[src/rail_seq_pkg.sv]
// Shared constants, types and helper functions for the rail sequencer and trimmer.
`default_nettype none
package rail_seq_pkg;

  // ---------------------------------------------------------------
  // Sizes
  // ---------------------------------------------------------------
  localparam int NUM_RAILS = 4;
  localparam int CFG_ADDR_W = 6;
  localparam int CFG_DEPTH = 64;
  localparam int SLOT_W = 3;
  localparam logic [2:0] SLOT_NONE = 3'h0;
  localparam logic [2:0] SLOT_FIRST = 3'h1;
  localparam logic [2:0] SLOT_LAST = 3'h7;

  // ---------------------------------------------------------------
  // Configuration table layout: address = {rail, field offset}
  // ---------------------------------------------------------------
  localparam logic [3:0] OFS_SLOT = 4'h0;
  localparam logic [3:0] OFS_ON_DELAY = 4'h1;
  localparam logic [3:0] OFS_OFF_DELAY = 4'h2;
  localparam logic [3:0] OFS_TRIM_MODE = 4'h3;
  localparam logic [3:0] OFS_TRIM_PIN = 4'h4;
  localparam logic [3:0] OFS_TRIM_HIGH = 4'h5;
  localparam logic [3:0] OFS_TRIM_LOW = 4'h6;
  localparam logic [3:0] OFS_NOMINAL = 4'h7;
  localparam logic [3:0] OFS_MARGIN_HIGH = 4'h8;
  localparam logic [3:0] OFS_MARGIN_LOW = 4'h9;
  localparam logic [3:0] OFS_LOW_THR = 4'ha;
  localparam logic [3:0] OFS_OFF_THR = 4'hb;

  // ---------------------------------------------------------------
  // Trim modes and DAC limits
  // ---------------------------------------------------------------
  localparam logic [1:0] MODE_NONE = 2'h0;
  localparam logic [1:0] MODE_OPEN = 2'h1;
  localparam logic [1:0] MODE_CLOSED = 2'h2;
  localparam logic [7:0] TRIM_MIN = 8'h00;
  localparam logic [7:0] TRIM_MAX = 8'hff;
  localparam logic [7:0] TRIM_STEP = 8'h01;
  localparam logic [7:0] BYTE_ZERO = 8'h00;

  // ---------------------------------------------------------------
  // Timing: delays count in ticks of one millisecond.
  // ---------------------------------------------------------------
  localparam int CLK_PERIOD_NS = 100;
  localparam int TICK_PERIOD_NS = 1000000;
  localparam int TICK_CYCLES = (TICK_PERIOD_NS + CLK_PERIOD_NS - 1) / CLK_PERIOD_NS;

  typedef enum logic [2:0] {
    ST_INIT = 3'b000,
    ST_OFF = 3'b001,
    ST_UP_ENTER = 3'b010,
    ST_UP_RUN = 3'b011,
    ST_ON = 3'b100,
    ST_DOWN_ENTER = 3'b101,
    ST_DOWN_RUN = 3'b110
  } seq_state_t;

  // Returns the first of three values that is nonzero, else the last.
  function automatic logic [7:0] first_nonzero(input logic [7:0] a, input logic [7:0] b, input logic [7:0] c);
    first_nonzero = (a != BYTE_ZERO) ? a : ((b != BYTE_ZERO) ? b : c);
  endfunction

endpackage
`default_nettype wire

[src/rail_delay_timer.sv]
// Per-rail delay timer counting whole ticks after a load.
`timescale 1ns/10ps
`default_nettype none
module rail_delay_timer (
  input wire logic clk,
  input wire logic rst_n,
  input wire logic load,
  input wire logic [7:0] delay,
  input wire logic tick,
  output logic expired
);

  logic [7:0] count;
  logic [7:0] next_count;
  logic next_expired;

  always_comb begin
    next_count = count;
    next_expired = expired;
    if (load) begin
      next_count = delay;
      next_expired = 1'b0;
    end else if (!expired) begin
      if (count == rail_seq_pkg::BYTE_ZERO) begin
        next_expired = 1'b1;
      end else if (tick) begin
        next_count = count - rail_seq_pkg::TRIM_STEP;
      end
    end
  end

  always_ff @(posedge clk or negedge rst_n) begin
    if (!rst_n) begin
      count <= 8'h00;
      expired <= 1'b1;
    end else begin
      count <= next_count;
      expired <= next_expired;
    end
  end

endmodule
`default_nettype wire

[src/trim_pwm_dac.sv]
// Pulse-width DAC driving one trim pin through an external low-pass filter.
`timescale 1ns/10ps
`default_nettype none
module trim_pwm_dac (
  input wire logic clk,
  input wire logic rst_n,
  input wire logic active,
  input wire logic [7:0] duty,
  output logic pwm
);

  logic [7:0] phase;
  logic [7:0] next_phase;
  logic next_pwm;

  always_comb begin
    next_phase = phase + rail_seq_pkg::TRIM_STEP;
    next_pwm = active && (phase < duty);
  end

  always_ff @(posedge clk or negedge rst_n) begin
    if (!rst_n) begin
      phase <= 8'h00;
      pwm <= 1'b0;
    end else begin
      phase <= next_phase;
      pwm <= next_pwm;
    end
  end

endmodule
`default_nettype wire

[src/rail_sequencer_trimmer.sv]
// Rail power sequencer with per-rail pulse-width trimming.
// What this block does
// Enable rails in turn up, disable in turn down.
// Regulator enable outputs are active high.
// Disabled enables are driven low, never high.
// Rails sit in ordered numbered slots or none.
// Per-rail delay before switching in active slot.
// On delay applies only to power-up.
// Next up slot after all exceed first threshold.
// Next down slot after all reach off level.
// Open-loop or closed-loop trim chosen per rail.
// Trim value leaves as a PWM signal.
// Open-loop trim set once at initialization.
// Closed-loop rails measured and adjusted each pass.
// Above target adds one, below subtracts one.
// Parameters come from a byte-wide configuration store.
// Initial trim: pin value, else high, else low.
// Target: nominal, else margin high, else low.
// Closed-loop steps start after power-up completes.
// Off delay applies only to power-down.
// Closed-loop trim saturates at DAC limits.
// Trim mode none gives no trim output.
`timescale 1ns/10ps
`default_nettype none
module rail_sequencer_trimmer #(
  parameter int TICK_CYCLES = rail_seq_pkg::TICK_CYCLES
) (
  input wire logic MCLK,
  input wire logic RESET_N,
  input wire logic CFG_WRITE,
  input wire logic [5:0] CFG_ADDR,
  input wire logic [7:0] CFG_DATA,
  input wire logic CFG_VALID,
  input wire logic POWER_UP_REQ,
  input wire logic [7:0] RAIL1_VOLTAGE,
  input wire logic [7:0] RAIL2_VOLTAGE,
  input wire logic [7:0] RAIL3_VOLTAGE,
  input wire logic [7:0] RAIL4_VOLTAGE,
  output logic RAIL1_ENABLE_OUT,
  output logic RAIL2_ENABLE_OUT,
  output logic RAIL3_ENABLE_OUT,
  output logic RAIL4_ENABLE_OUT,
  output logic RAIL1_TRIM_PWM,
  output logic RAIL2_TRIM_PWM,
  output logic RAIL3_TRIM_PWM,
  output logic RAIL4_TRIM_PWM,
  output logic POWERED_UP,
  output logic SEQ_BUSY
);

  localparam int NR = rail_seq_pkg::NUM_RAILS;

  // ---------------------------------------------------------------
  // Reset release synchroniser
  // ---------------------------------------------------------------
  logic rst_meta;
  logic rst_n;

  always_ff @(posedge MCLK or negedge RESET_N) begin
    if (!RESET_N) begin
      rst_meta <= 1'b0;
      rst_n <= 1'b0;
    end else begin
      rst_meta <= 1'b1;
      rst_n <= rst_meta;
    end
  end

  // ---------------------------------------------------------------
  // Configuration store
  // ---------------------------------------------------------------
  logic [7:0] cfg_mem [0:rail_seq_pkg::CFG_DEPTH-1];

  // The table has no reset so that a loaded image survives a controller reset.
  always_ff @(posedge MCLK) begin
    if (CFG_WRITE) begin
      cfg_mem[CFG_ADDR] <= CFG_DATA;
    end
  end

  function automatic logic [7:0] cfg_field(input int rail, input logic [3:0] ofs);
    logic [5:0] addr;
    addr = {rail[1:0], ofs};
    cfg_field = cfg_mem[addr];
  endfunction

  // ---------------------------------------------------------------
  // Tick generator: one pulse per delay unit and per scan pass
  // ---------------------------------------------------------------
  logic [15:0] tick_count;
  logic [15:0] next_tick_count;
  logic tick;
  logic next_tick;

  always_comb begin
    next_tick = 1'b0;
    next_tick_count = tick_count + 16'h0001;
    if (tick_count == 16'(TICK_CYCLES - 1)) begin
      next_tick_count = 16'h0000;
      next_tick = 1'b1;
    end
  end

  always_ff @(posedge MCLK or negedge rst_n) begin
    if (!rst_n) begin
      tick_count <= 16'h0000;
      tick <= 1'b0;
    end else begin
      tick_count <= next_tick_count;
      tick <= next_tick;
    end
  end

  // ---------------------------------------------------------------
  // Per-rail views of inputs and configuration
  // ---------------------------------------------------------------
  logic [7:0] volt [0:NR-1];
  logic [2:0] rail_slot [0:NR-1];
  logic [1:0] rail_mode [0:NR-1];
  logic [7:0] target [0:NR-1];

  assign volt[0] = RAIL1_VOLTAGE;
  assign volt[1] = RAIL2_VOLTAGE;
  assign volt[2] = RAIL3_VOLTAGE;
  assign volt[3] = RAIL4_VOLTAGE;

  always_comb begin
    for (int i = 0; i < NR; i++) begin
      rail_slot[i] = 3'(cfg_field(i, rail_seq_pkg::OFS_SLOT));
      rail_mode[i] = 2'(cfg_field(i, rail_seq_pkg::OFS_TRIM_MODE));
      target[i] = rail_seq_pkg::first_nonzero(cfg_field(i, rail_seq_pkg::OFS_NOMINAL),
                                              cfg_field(i, rail_seq_pkg::OFS_MARGIN_HIGH),
                                              cfg_field(i, rail_seq_pkg::OFS_MARGIN_LOW));
    end
  end

  // ---------------------------------------------------------------
  // Delay timers
  // ---------------------------------------------------------------
  logic [NR-1:0] timer_load;
  logic [NR-1:0] timer_expired;
  logic [7:0] timer_delay [0:NR-1];

  for (genvar g = 0; g < NR; g++) begin : g_timer
    rail_delay_timer u_timer (
      .clk(MCLK),
      .rst_n(rst_n),
      .load(timer_load[g]),
      .delay(timer_delay[g]),
      .tick(tick),
      .expired(timer_expired[g])
    );
  end

  // ---------------------------------------------------------------
  // Sequencer and trim state
  // ---------------------------------------------------------------
  rail_seq_pkg::seq_state_t state;
  rail_seq_pkg::seq_state_t next_state;
  logic [2:0] slot;
  logic [2:0] next_slot;
  logic [NR-1:0] enable;
  logic [NR-1:0] next_enable;
  logic [7:0] trim [0:NR-1];
  logic [7:0] next_trim [0:NR-1];
  logic next_powered_up;
  logic next_seq_busy;

  always_comb begin
    logic slot_done;
    logic in_slot;
    slot_done = 1'b1;
    in_slot = 1'b0;
    next_state = state;
    next_slot = slot;
    next_enable = enable;
    timer_load = '0;
    for (int i = 0; i < NR; i++) begin
      next_trim[i] = trim[i];
      timer_delay[i] = cfg_field(i, rail_seq_pkg::OFS_ON_DELAY);
      if (state == rail_seq_pkg::ST_DOWN_ENTER || state == rail_seq_pkg::ST_DOWN_RUN) begin
        timer_delay[i] = cfg_field(i, rail_seq_pkg::OFS_OFF_DELAY);
      end
    end
    case (state)
      rail_seq_pkg::ST_INIT: begin
        next_enable = '0;
        if (CFG_VALID) begin
          for (int i = 0; i < NR; i++) begin
            next_trim[i] = rail_seq_pkg::first_nonzero(cfg_field(i, rail_seq_pkg::OFS_TRIM_PIN),
                                                       cfg_field(i, rail_seq_pkg::OFS_TRIM_HIGH),
                                                       cfg_field(i, rail_seq_pkg::OFS_TRIM_LOW));
          end
          next_state = rail_seq_pkg::ST_OFF;
        end
      end
      rail_seq_pkg::ST_OFF: begin
        if (POWER_UP_REQ) begin
          next_slot = rail_seq_pkg::SLOT_FIRST;
          next_state = rail_seq_pkg::ST_UP_ENTER;
        end
      end
      rail_seq_pkg::ST_UP_ENTER, rail_seq_pkg::ST_DOWN_ENTER: begin
        for (int i = 0; i < NR; i++) begin
          timer_load[i] = (rail_slot[i] == slot);
        end
        next_state = (state == rail_seq_pkg::ST_UP_ENTER) ? rail_seq_pkg::ST_UP_RUN : rail_seq_pkg::ST_DOWN_RUN;
      end
      rail_seq_pkg::ST_UP_RUN: begin
        for (int i = 0; i < NR; i++) begin
          in_slot = (rail_slot[i] == slot) && (slot != rail_seq_pkg::SLOT_NONE);
          if (in_slot) begin
            if (timer_expired[i]) begin
              next_enable[i] = 1'b1;
            end
            if (!enable[i] || volt[i] <= cfg_field(i, rail_seq_pkg::OFS_LOW_THR)) begin
              slot_done = 1'b0;
            end
          end
        end
        if (!POWER_UP_REQ) begin
          next_slot = rail_seq_pkg::SLOT_LAST;
          next_state = rail_seq_pkg::ST_DOWN_ENTER;
        end else if (slot_done) begin
          if (slot == rail_seq_pkg::SLOT_LAST) begin
            next_state = rail_seq_pkg::ST_ON;
          end else begin
            next_slot = slot + rail_seq_pkg::SLOT_FIRST;
            next_state = rail_seq_pkg::ST_UP_ENTER;
          end
        end
      end
      rail_seq_pkg::ST_ON: begin
        for (int i = 0; i < NR; i++) begin
          if (tick && rail_mode[i] == rail_seq_pkg::MODE_CLOSED) begin
            if (volt[i] > target[i] && trim[i] != rail_seq_pkg::TRIM_MAX) begin
              next_trim[i] = trim[i] + rail_seq_pkg::TRIM_STEP;
            end else if (volt[i] < target[i] && trim[i] != rail_seq_pkg::TRIM_MIN) begin
              next_trim[i] = trim[i] - rail_seq_pkg::TRIM_STEP;
            end
          end
        end
        if (!POWER_UP_REQ) begin
          next_slot = rail_seq_pkg::SLOT_LAST;
          next_state = rail_seq_pkg::ST_DOWN_ENTER;
        end
      end
      rail_seq_pkg::ST_DOWN_RUN: begin
        for (int i = 0; i < NR; i++) begin
          in_slot = (rail_slot[i] == slot) && (slot != rail_seq_pkg::SLOT_NONE);
          if (in_slot) begin
            if (timer_expired[i]) begin
              next_enable[i] = 1'b0;
            end
            if (enable[i] || volt[i] > cfg_field(i, rail_seq_pkg::OFS_OFF_THR)) begin
              slot_done = 1'b0;
            end
          end
        end
        if (slot_done) begin
          if (slot == rail_seq_pkg::SLOT_FIRST) begin
            next_state = rail_seq_pkg::ST_OFF;
          end else begin
            next_slot = slot - rail_seq_pkg::SLOT_FIRST;
            next_state = rail_seq_pkg::ST_DOWN_ENTER;
          end
        end
      end
      default: begin
        next_state = rail_seq_pkg::ST_INIT;
        next_enable = '0;
      end
    endcase
    next_powered_up = (next_state == rail_seq_pkg::ST_ON);
    next_seq_busy = (next_state != rail_seq_pkg::ST_ON) && (next_state != rail_seq_pkg::ST_OFF) &&
                    (next_state != rail_seq_pkg::ST_INIT);
  end

  always_ff @(posedge MCLK or negedge rst_n) begin
    if (!rst_n) begin
      state <= rail_seq_pkg::ST_INIT;
      slot <= rail_seq_pkg::SLOT_NONE;
      enable <= '0;
      POWERED_UP <= 1'b0;
      SEQ_BUSY <= 1'b0;
      for (int i = 0; i < NR; i++) begin
        trim[i] <= rail_seq_pkg::TRIM_MIN;
      end
    end else begin
      state <= next_state;
      slot <= next_slot;
      enable <= next_enable;
      POWERED_UP <= next_powered_up;
      SEQ_BUSY <= next_seq_busy;
      for (int i = 0; i < NR; i++) begin
        trim[i] <= next_trim[i];
      end
    end
  end

  // Enable outputs are plain push-pull lows when off, so a grounded line is never fought.
  always_ff @(posedge MCLK or negedge rst_n) begin
    if (!rst_n) begin
      RAIL1_ENABLE_OUT <= 1'b0;
      RAIL2_ENABLE_OUT <= 1'b0;
      RAIL3_ENABLE_OUT <= 1'b0;
      RAIL4_ENABLE_OUT <= 1'b0;
    end else begin
      RAIL1_ENABLE_OUT <= next_enable[0];
      RAIL2_ENABLE_OUT <= next_enable[1];
      RAIL3_ENABLE_OUT <= next_enable[2];
      RAIL4_ENABLE_OUT <= next_enable[3];
    end
  end

  // ---------------------------------------------------------------
  // Trim DACs
  // ---------------------------------------------------------------
  logic [NR-1:0] dac_active;
  logic [NR-1:0] pwm;

  for (genvar g = 0; g < NR; g++) begin : g_dac
    assign dac_active[g] = (state != rail_seq_pkg::ST_INIT) && (rail_mode[g] != rail_seq_pkg::MODE_NONE);
    trim_pwm_dac u_dac (
      .clk(MCLK),
      .rst_n(rst_n),
      .active(dac_active[g]),
      .duty(trim[g]),
      .pwm(pwm[g])
    );
  end

  assign RAIL1_TRIM_PWM = pwm[0];
  assign RAIL2_TRIM_PWM = pwm[1];
  assign RAIL3_TRIM_PWM = pwm[2];
  assign RAIL4_TRIM_PWM = pwm[3];

endmodule
`default_nettype wire

[config.mk]
export PLATFORM = sky130hd
export DESIGN_NAME = rail_sequencer_trimmer
export DESIGN_NICKNAME = d
export VERILOG_FILES = /design/src/rail_seq_pkg.sv /design/src/rail_delay_timer.sv /design/src/trim_pwm_dac.sv /design/src/rail_sequencer_trimmer.sv
export SDC_FILE = /design/constraint.sdc
export NUM_CORES = 1
export LEC_CHECK = 0
export BUFFER_PORTS_ARGS = -buffer_cell sky130_fd_sc_hd__clkbuf_2
export CAP_MARGIN = 10
export CORE_MARGIN = 2
export CORE_UTILIZATION = 50
export DETAILED_ROUTE_END_ITERATION = 8
export GPL_TIMING_DRIVEN = 1
export PLACE_DENSITY = 0.65
export SLEW_MARGIN = 20
export SYNTH_ARGS = -nofsm -noshare
export SYNTH_HDL_FRONTEND = slang
export SYNTH_HIERARCHICAL = 1
export SYNTH_SLANG_ARGS = --single-unit
export TNS_END_PERCENT = 20
[constraint.sdc]
create_clock -name MCLK -period 3.78 [get_ports MCLK]
set_clock_uncertainty 0.1 [all_clocks]
set_input_delay 0.756 -clock MCLK [delete_from_list [all_inputs] [get_ports MCLK]]
set_output_delay 0.756 -clock MCLK [all_outputs]
set_load 0.1 [all_outputs]
==> impl_metrics.env, run 1 <==
export IMPL_via_per_inst=5.61
export IMPL_multi_input_area_um2=9430
export IMPL_async_reset_ff_share_pct=28.4
export IMPL_max_slew_margin_pct=27.4
export IMPL_synth_top_cell_area_share_pct=43.7
export IMPL_synthCells=1967
export IMPL_period_needed_ps=4670
export IMPL_clock_sinks=475
export IMPL_cts_tree="done"
export IMPL_layout_nets=2443
export IMPL_p_switching_mw=5.02
export IMPL_die_y_um=220
export IMPL_cts_inserted_buffers=52
export IMPL_core_um2=46400
export IMPL_worstPathArrival_ps=5090
export IMPL_cts_root_buf="clkbuf_16"
export IMPL_fill_cells=3661
export IMPL_start_util_pct=50.3
export IMPL_powerDensity_nw_per_um2=587
export IMPL_synthFlopType="edfxtp_1"
export IMPL_synth_edf_count=340
export IMPL_synth_fp_nets=2188
export IMPL_grt_pass1_wl_um=85600
export IMPL_final_cell_mix="340 x edfxtp_1, 240 x nor2_1, 174 x buf_4, 162 x ha_1, 132 x inv_1"
export IMPL_path_class="flip-flop to flip-flop"
export IMPL_fin_ws_ps=-895
export IMPL_die_w_um=220
export IMPL_ir_drop_mv=0.450
export IMPL_layout_commonest_cell="edfxtp_1"
export IMPL_vias=16100
export IMPL_diodes=0
export IMPL_synth_largest_area_cell="edfxtp_1"
export IMPL_hold_class="flip-flop to asynchronous set/reset pin"
export IMPL_setup_violations=25
export IMPL_power_frac_seq_pct=41.2
export IMPL_place_congestion=0.873
export IMPL_overflow=0
export IMPL_switching_share_pct=30.7
export IMPL_status="finished with violations"
export IMPL_drive_gt1_share_pct=20.5
export IMPL_post_route_drc_count=0
export IMPL_worst_setup_path_start_kind="flip-flop"
export IMPL_violations="setup timing"
export IMPL_ant_nets=0
export IMPL_ys_ff_latch=475
export IMPL_worstMarginPinSlew_ps=1090
export IMPL_maxCapViolations=0
export IMPL_ys_seq_area_share_pct=58.2
export IMPL_dieArea_um2=48400
export IMPL_clk_pin_slew_worst_paths_ps=60
export IMPL_layout_worst_path_cycle_share_pct=124
export IMPL_dr_first_iter_drc_count=1278
export IMPL_hpwlAfterDp_um=37200
export IMPL_pwr_share_clk_pct=33.1
export IMPL_critPathMaxFanout=4
export IMPL_grt_pass1_vias=16200
export IMPL_end_kind="flip-flop"
export IMPL_fmaxAchievable_ghz=0.214
export IMPL_place_area_um2=25700
export IMPL_drt_first_pass_iters=5
export IMPL_synth_warnings=6
export IMPL_track_usage_pct=22.7
export IMPL_hold_viol_final=0
export IMPL_netlist_area_um2=23300
export IMPL_clk_latency_ps=600
export IMPL_internal_power_mw=11.3
export IMPL_rsz0062_at_grt="yes"
export IMPL_grt_max_degree=55
export IMPL_synth_distinct_cells=78
export IMPL_register_area_um2=13600
export IMPL_maxSlewViolCount=0
export IMPL_wl_per_cell_um=18.6
export IMPL_p_comb_share_pct=25.7
export IMPL_core_rowCount=79
export IMPL_drt_total_wl_um=53500
export IMPL_grt_antenna_before_repair=2
export IMPL_post_route_util_pct=60.1
export IMPL_htree_levels=2
export IMPL_postSynthAreaPerCell_um2=11.9
export IMPL_io_buffer_count=60
export IMPL_critPathRequiredTime_ps=4190
export IMPL_p_leak_nw=11.1
export IMPL_synth_area_top_cells="edfxtp_1 44%, dfrtp_1 14%, ha_1 8.9%, nor2_1 3.9%, a21oi_1 2.7%"
export IMPL_clk_path_buf_depth=3
export IMPL_stdcell_area_um2=27900
export IMPL_io_pins=61
export IMPL_synthToLayoutAreaGrowth_pct=19.4
==> registers in the layout, indices dropped and copies added, names as in the netlist, 4 cells and up <==
name	cells
g_timer.u_timer/count	32
g_timer.u_timer/expired	4
trim	32
cfg_mem	340
tick_count	16
g_dac.u_dac/phase	32
g_dac.u_dac/pwm	4
==> synth_stat cells (all sizes together) (15+ instances only) <==
| library cell | count |
|---|---|
| mux2 | 41 |
| ha | 166 |
| clkbuf | 32 |
| o31ai | 15 |
| nor2 | 245 |
| a211oi | 16 |
| a21oi | 126 |
| nand4 | 34 |
| nand2 | 92 |
| o21ai | 91 |
| inv | 132 |
| or4 | 24 |
| xor2 | 49 |
| nor4 | 43 |
| nor2b | 34 |
| a31oi | 22 |
| xnor2 | 25 |
| edfxtp | 340 |
| nand3 | 26 |
| a21o | 19 |
| dfrtp | 131 |
| nor3 | 44 |
| o211ai | 17 |
==> final timing paths <==
check	startpoint	end	slack, ps	cells past startpoint
worst max register to register	cfg_mem[40][4]	trim[15]	-890	20
min in group MCLK	rst_meta	rst_n	250	0
max in group asynchronous	rst_n	trim[16]	2380	1
worst min-delay path	rst_n	tick_count[11]	240	0
worst max-delay path	cfg_mem[40][4]	trim[15]	-890	20
worst min register to register	rst_n	tick_count[11]	240	0
==> per-layer routing <==
metal | vias to the layer above | part of all wire, % | global-route usage (%)
li1 | 7808 | - | -
met1 | 7866 | 44 | 30.4
met2 | 346 | 48 | 37.9
met3 | 97 | 5.2 | 3.77
met4 | 2 | 2.6 | 7.25
met5 | - | 0.021 | 0
==> kinds of logic (layout without fill, tap and decap cells) <==
group                      Yosys count  in the layout  share of synthesized area [%]
adders and majority gates          170            170                           9.24
buffers and inverters              178            477                           2.95
DFF                                475            475                           58.2
other                                1              1                         0.0161
AOI/OAI and AO/OA                  394            394                           10.8
muxes                               44             44                           2.11
xor gates and xnor gates            74             74                           2.78
and+or+nand+nor                    631            631                           13.8
==> layout make-up <==
class | instances | share of cell area, %
clock buffers | 73 | 5.32
clock inverters | 25 | 1.32
inverters | 136 | 1.83
multi-input cells | 1314 | 33.8
flip-flops and latches | 475 | 48.8
well taps | 607 | 2.73
repair buffers | 243 | 6.19
==> metrics by stage <==
| stage | instances | worst slack, ps | hold slack (ps) | total power [mW] | TNS, ps |
|---|---|---|---|---|---|
| finish | 2873 | -895 | 235 | 16.4 | -9650 |
| CTS | 2870 | -890 | 254 | 16.4 | -9890 |
| global placement | 2767 | -841 | 236 | 10.8 | -8850 |
| floorplan | 1967 | -706 | 231 | 9.46 | -4190 |
| detailed placement | 2767 | -896 | 240 | 10.9 | -10970 |
| global route | 2873 | -1170 | 268 | 17.2 | -16420 |
==> critical path: stages, from the launching register on <==
cell      delay, ps
edfxtp_1        400
or4_4           560
nor4_4          160
nor2b_4         230
a21oi_2          70
nor2_1           90
nor2_1           50
ha_1            280
a21o_1          160
a221o_1         340
a221o_1         430
o211ai_4        130
ha_1            260
a21o_1          190
a21oi_2         150
nor2b_1          60
o21a_1          200
o41ai_2         230
xor2_1          130
o31a_1          250
o22ai_1         130
==> power by group through the flow <==
stage          sequential [mW]  combinational (mW)  clock (mW)
6_report                  6.75                4.20        5.42
5_1_grt                   6.84                4.68        5.72
4_1_cts                   6.73                4.15        5.52
3_5_place_dp              6.82                4.08           0
3_3_place_gp              6.81                3.95           0
2_1_floorplan             6.85                2.61           0
==> timing repair <==
action                     in CTS  in global routing
setup endpoints to repair      29                 30
hold buffers                    1                  0
resized for setup              18                 29
setup buffers                   4                  3
pin swaps                      15                 24
hold endpoints to repair        2                  0
No activity file was read; power rests on OpenSTA's default activity.
==> run 2: changes to the inputs <==
BUFFER_PORTS_ARGS = -buffer_cell sky130_fd_sc_hd__buf_2   (was -buffer_cell sky130_fd_sc_hd__clkbuf_2)
==> impl_metrics.env, run 2 (synthesis results as in run 1) <==
export IMPL_status="finished with violations"
export IMPL_violations="setup timing"
export IMPL_place_congestion=0.867
export IMPL_cts_tree="done"
export IMPL_post_route_drc_count=0
export IMPL_layout_nets=2440
export IMPL_start_util_pct=50.3
export IMPL_maxCapViolations=0
export IMPL_layout_worst_path_cycle_share_pct=126
export IMPL_maxSlewViolCount=0
export IMPL_top_register="cfg_mem"
export IMPL_synthToLayoutAreaGrowth_pct=18.5
export IMPL_setup_tns_ps=-9890
export IMPL_place_inst=2760
export IMPL_final_cells=2869
export IMPL_clk_latency_ps=590
export IMPL_worstPathArrival_ps=5160
export IMPL_critPathRequiredTime_ps=4190
export IMPL_drt_total_wl_um=54300
export IMPL_via_per_inst=5.67
export IMPL_critPathMaxFanout=4
export IMPL_grt_pass1_wl_um=86600
export IMPL_hpwlAfterDp_um=37300
export IMPL_dieArea_um2=48400
export IMPL_ant_nets=0
export IMPL_cts_inserted_buffers=51
export IMPL_vias=16300
export IMPL_overflow=0
export IMPL_worstMarginPinSlew_ps=1030
export IMPL_rsz0062_at_grt="yes"
export IMPL_fin_ws_ps=-970
export IMPL_ir_drop_mv=0.467
export IMPL_powerDensity_nw_per_um2=575
export IMPL_end_kind="flip-flop"
export IMPL_max_slew_margin_pct=31.4
export IMPL_dr_first_iter_drc_count=1157
export IMPL_hold_viol_final=0
export IMPL_grt_pass1_vias=16500
export IMPL_track_usage_pct=23.0
export IMPL_worst_setup_path_start_kind="flip-flop"
export IMPL_grt_antenna_before_repair=7
export IMPL_cts_root_buf="clkbuf_16"
export IMPL_die_y_um=220
export IMPL_io_buffer_count=60
export IMPL_hold_ws_ps=246
export IMPL_largest_reg_flops=340
export IMPL_clock_sinks=475
export IMPL_core_rowCount=79
export IMPL_path_class="flip-flop to flip-flop"
export IMPL_final_cell_mix="340 x edfxtp_1, 240 x nor2_1, 171 x buf_4, 163 x ha_1, 131 x inv_1"
export IMPL_wl_per_cell_um=18.9
export IMPL_grt_max_degree=58
export IMPL_regToRegSetupSlack_ps=-970
export IMPL_core_um2=46400
export IMPL_drive_gt1_share_pct=19.9
export IMPL_drt_first_pass_iters=7
export IMPL_clk_pin_slew_worst_paths_ps=60
export IMPL_fmaxAchievable_ghz=0.211
export IMPL_die_w_um=220
export IMPL_htree_levels=2
export IMPL_clk_path_buf_depth=3
export IMPL_p_leak_nw=10.9
export IMPL_dp_slack_ps=-905
export IMPL_period_needed_ps=4750
export IMPL_r2r_cells=20
export IMPL_layout_commonest_cell="edfxtp_1"
export IMPL_holdPathStages=0
export IMPL_setup_violations=22
export IMPL_io_pins=61
export IMPL_hold_class="flip-flop to flip-flop"
-- run 2: changes by cell type in the layout (fill, tap and decap cells not counted), moves of 6 or more --
cell / previous run / this run
clkbuf_2: 60 / 0
clkbuf_1: 13 / 6
clkbuf_8: 6 / 0
buf_2: 0 / 59
clkinv_1: 7 / 18
-- run 2: per-stage QoR --
step	util [%]	total power, mW	cell area [µm²]
after CTS	59.6	16.0	27600
after global routing	59.7	16.7	27700
after global placement	55.5	10.7	25700
final	59.7	15.9	27700
after floorplan	-	9.46	23500
after detailed placement	55.5	10.9	25700
-- run 2: where the power goes --
group          internal [mW]  leakage, nW  switching [mW]
clock network           2.95        0.811            2.01
logic                   1.92         5.44            2.26
registers               6.06         4.70           0.713
total                   10.9         10.9            4.98
-- run 2: what timing repair did --
| item | in CTS | in global routing |
|---|---|---|
| hold endpoints to repair | 2 | 0 |
| hold buffers | 1 | 0 |
| buffers inserted | 12 | 0 |
| gates resized for setup | 31 | 9 |
| pin swaps | 34 | 6 |
| endpoints found under the setup margin | 30 | 30 |
-- run 2: final timing paths --
check | end | start
worst max-delay path | trim[15] | cfg_mem[40][4]
worst min-delay path | rst_n | rst_meta
worst max register to register | trim[15] | cfg_mem[40][4]
worst min register to register | rst_n | rst_meta
max in group asynchronous | g_timer[2].u_timer/expired | rst_n
min in group asynchronous | tick_count[15] | rst_n
-- run 2: per-layer routing --
| metal | GRT usage [%] | up-vias | wire length, µm |
|---|---|---|---|
| li1 | - | 7815 | - |
| met1 | 30.3 | 7989 | 24000 |
| met2 | 38.9 | 345 | 26000 |
| met3 | 3.84 | 100 | 2810 |
| met4 | 7.43 | 8 | 1410 |
| met5 | 0 | - | 48 |
-- run 2: critical path, stage by stage, from the launching register on --
cell and delay (ps):
edfxtp_1 400, or4_4 570, nor4_4 170, nor2b_4 240, a21oi_2 80, nor2_1 90, nor2_1 50, ha_1 290
a21o_1 160, a221o_1 340, a221o_1 400, o211ai_4 130, ha_1 270, a21o_1 200, a21oi_2 180, nor2b_1 70
o21a_1 190, o41ai_2 240, xor2_1 140, o31a_1 260, o22ai_1 120
-- run 2: final cells by class --
class | count | area, µm²
tap | 607 | 759
clock buffer | 59 | 1350
clock inverter | 34 | 318
fill | 3672 | 18700
multi-input combinational | 1314 | 9380
inverter | 136 | 513
sequential | 475 | 13600
antenna | 3 | 7.51
timing repair buffer | 241 | 1740
==> run 3: changes to the inputs <==
ABC_AREA = 0   (was not set)
PLACE_DENSITY = not set   (was 0.65)
PLACE_DENSITY_LB_ADDON = 0.2   (was not set)
==> impl_metrics.env, run 3 (synthesis results as in run 1) <==
export IMPL_die_y_um=220
export IMPL_hpwlAfterDp_um=37800
export IMPL_violations="setup timing"
export IMPL_worst_setup_path_start_kind="flip-flop"
export IMPL_rsz0062_at_grt="yes"
export IMPL_grt_pass1_wl_um=87300
export IMPL_cts_tree="done"
export IMPL_setup_tns_ps=-10090
export IMPL_hold_viol_final=0
export IMPL_via_per_inst=5.64
export IMPL_ant_nets=0
export IMPL_layout_worst_path_cycle_share_pct=124
export IMPL_drt_first_pass_iters=5
export IMPL_critPathMaxStageDelay_ps=550
export IMPL_dieArea_um2=48400
export IMPL_htree_levels=2
export IMPL_path_class="flip-flop to flip-flop"
export IMPL_ir_drop_mv=0.465
export IMPL_powerDensity_nw_per_um2=582
export IMPL_synthToLayoutAreaGrowth_pct=19.0
export IMPL_place_congestion=0.887
export IMPL_hold_class="flip-flop to flip-flop"
export IMPL_max_slew_margin_pct=23.1
export IMPL_io_pins=61
export IMPL_switching_share_pct=31.2
export IMPL_layout_commonest_cell="edfxtp_1"
export IMPL_vias=16200
export IMPL_post_route_drc_count=0
export IMPL_largest_reg_flops=340
export IMPL_regToRegStartpoint="cfg_mem[40][4]"
export IMPL_critPathTopFamily="compound AO/OA/AOI/OAI gates"
export IMPL_grt_max_degree=77
export IMPL_hold_start="rst_meta"
export IMPL_drive_gt1_share_pct=20.5
export IMPL_place_inst=2765
export IMPL_core_um2=46400
export IMPL_fin_ws_ps=-892
export IMPL_worstMarginPinSlew_ps=1150
export IMPL_layout_nets=2446
export IMPL_multi_input_area_um2=9390
export IMPL_clk_latency_ps=600
export IMPL_internal_power_mw=11.1
export IMPL_maxSlewViolCount=0
export IMPL_start_util_pct=50.3
export IMPL_overflow=0
export IMPL_clk_pin_slew_worst_paths_ps=60
export IMPL_p_leak_nw=11.0
export IMPL_final_cell_mix="340 x edfxtp_1, 239 x nor2_1, 181 x buf_4, 162 x ha_1, 132 x inv_1"
export IMPL_core_rowCount=79
export IMPL_totalPowerFinal_mw=16.2
export IMPL_clock_sinks=475
export IMPL_setup_worst_path_start="cfg_mem[40][4]"
export IMPL_dp_slack_ps=-906
export IMPL_fill_cells=3706
export IMPL_post_route_util_pct=59.9
export IMPL_drt_total_wl_um=54900
export IMPL_crit_buf_inv=0
export IMPL_period_needed_ps=4670
export IMPL_io_buffer_count=60
export IMPL_grt_pass1_vias=16600
export IMPL_critPathRequiredTime_ps=4190
export IMPL_track_usage_pct=23.3
export IMPL_pwr_share_clk_pct=32.4
export IMPL_clk_path_buf_depth=3
export IMPL_grt_antenna_before_repair=5
export IMPL_p_switching_mw=5.06
export IMPL_cp_slowest_cell="or4_4"
export IMPL_register_area_um2=13600
export IMPL_die_w_um=220
export IMPL_end_kind="flip-flop"
export IMPL_cp_cell_sequence="or4_4 > nor4_4 > nor2b_4 > a21oi_2 > nor2_1 > nor2_1 > ha_1 > a21o_1 > a221o_1 > a221o_1 > o211ai_4 > ha_4 > a21o_1 > a21oi_2 > nor2b_1 > o21a_1 > o41ai_2 > xor2_1 > o31a_1 > o22ai_1"
export IMPL_p_comb_share_pct=25.9
export IMPL_top_register="cfg_mem"
export IMPL_maxCapViolations=0
export IMPL_wl_per_cell_um=19.1
export IMPL_critPathMaxFanout=3
export IMPL_power_frac_seq_pct=41.7
export IMPL_status="finished with violations"
export IMPL_fmaxAchievable_ghz=0.214
export IMPL_cts_inserted_buffers=52
export IMPL_cts_root_buf="clkbuf_16"
export IMPL_dr_first_iter_drc_count=1032
export IMPL_worstPathArrival_ps=5080
export IMPL_final_cells=2875
export IMPL_setup_violations=24
## run 3: cell count changes in the layout (fill, tap and decap cells not counted), sizes merged
cell | before | now
inv | 132 | 135
clkinvlp | 3 | 6
buf | 240 | 245
clkbuf | 59 | 65
diode | 3 | 1
clkinv | 29 | 20
## run 3: what timing repair did
action	4_1_cts	5_1_grt
setup endpoints to repair	29	30
buffers inserted	8	5
hold buffers	1	0
pin swaps	32	17
gates cloned	0	0
hold endpoints to repair	2	0
resized for setup	28	12
## run 3: final timing paths
path / depth (start not counted) / endpoint / slack [ps]
max: 20 / trim[15] / -890
min: 0 / rst_n / 250
max reg2reg: 20 / trim[15] / -890
min reg2reg: 0 / rst_n / 250
max in group asynchronous: 1 / trim[20] / 2360
min in group asynchronous: 0 / tick_count[11] / 320
## run 3: per-stage QoR
step	hold WS (ps)	area, µm²
2_1_floorplan	231	23500
3_3_place_gp	238	25700
3_5_place_dp	242	25700
4_1_cts	254	27700
5_1_grt	266	27800
6_report	252	27800
## run 3: power by group through the flow
stage | clock, mW | sequential (mW) | combinational, mW
floorplan | 0 | 6.85 | 2.61
global placement | 0 | 6.81 | 3.95
detailed placement | 0 | 6.83 | 4.08
CTS | 5.34 | 6.74 | 4.19
global route | 5.56 | 6.83 | 4.67
finish | 5.25 | 6.75 | 4.19
## run 3: area by class of cell
type / instances / share of cell area [%]
multi-input combinational: 1314 / 33.8
inverter: 136 / 1.84
antenna: 1 / 0.00901
clock inverter: 31 / 1.23
tap: 607 / 2.73
clock buffer: 65 / 5.23
sequential: 475 / 48.9
timing repair buffer: 246 / 6.22
## run 3: layer usage
layer,up-vias,track usage (%),wire [µm]
li1,7820,-,-
met1,7941,30.5,24200
met2,349,39.3,26500
met3,91,4.44,2760
met4,8,6.89,1370
met5,-,0,48
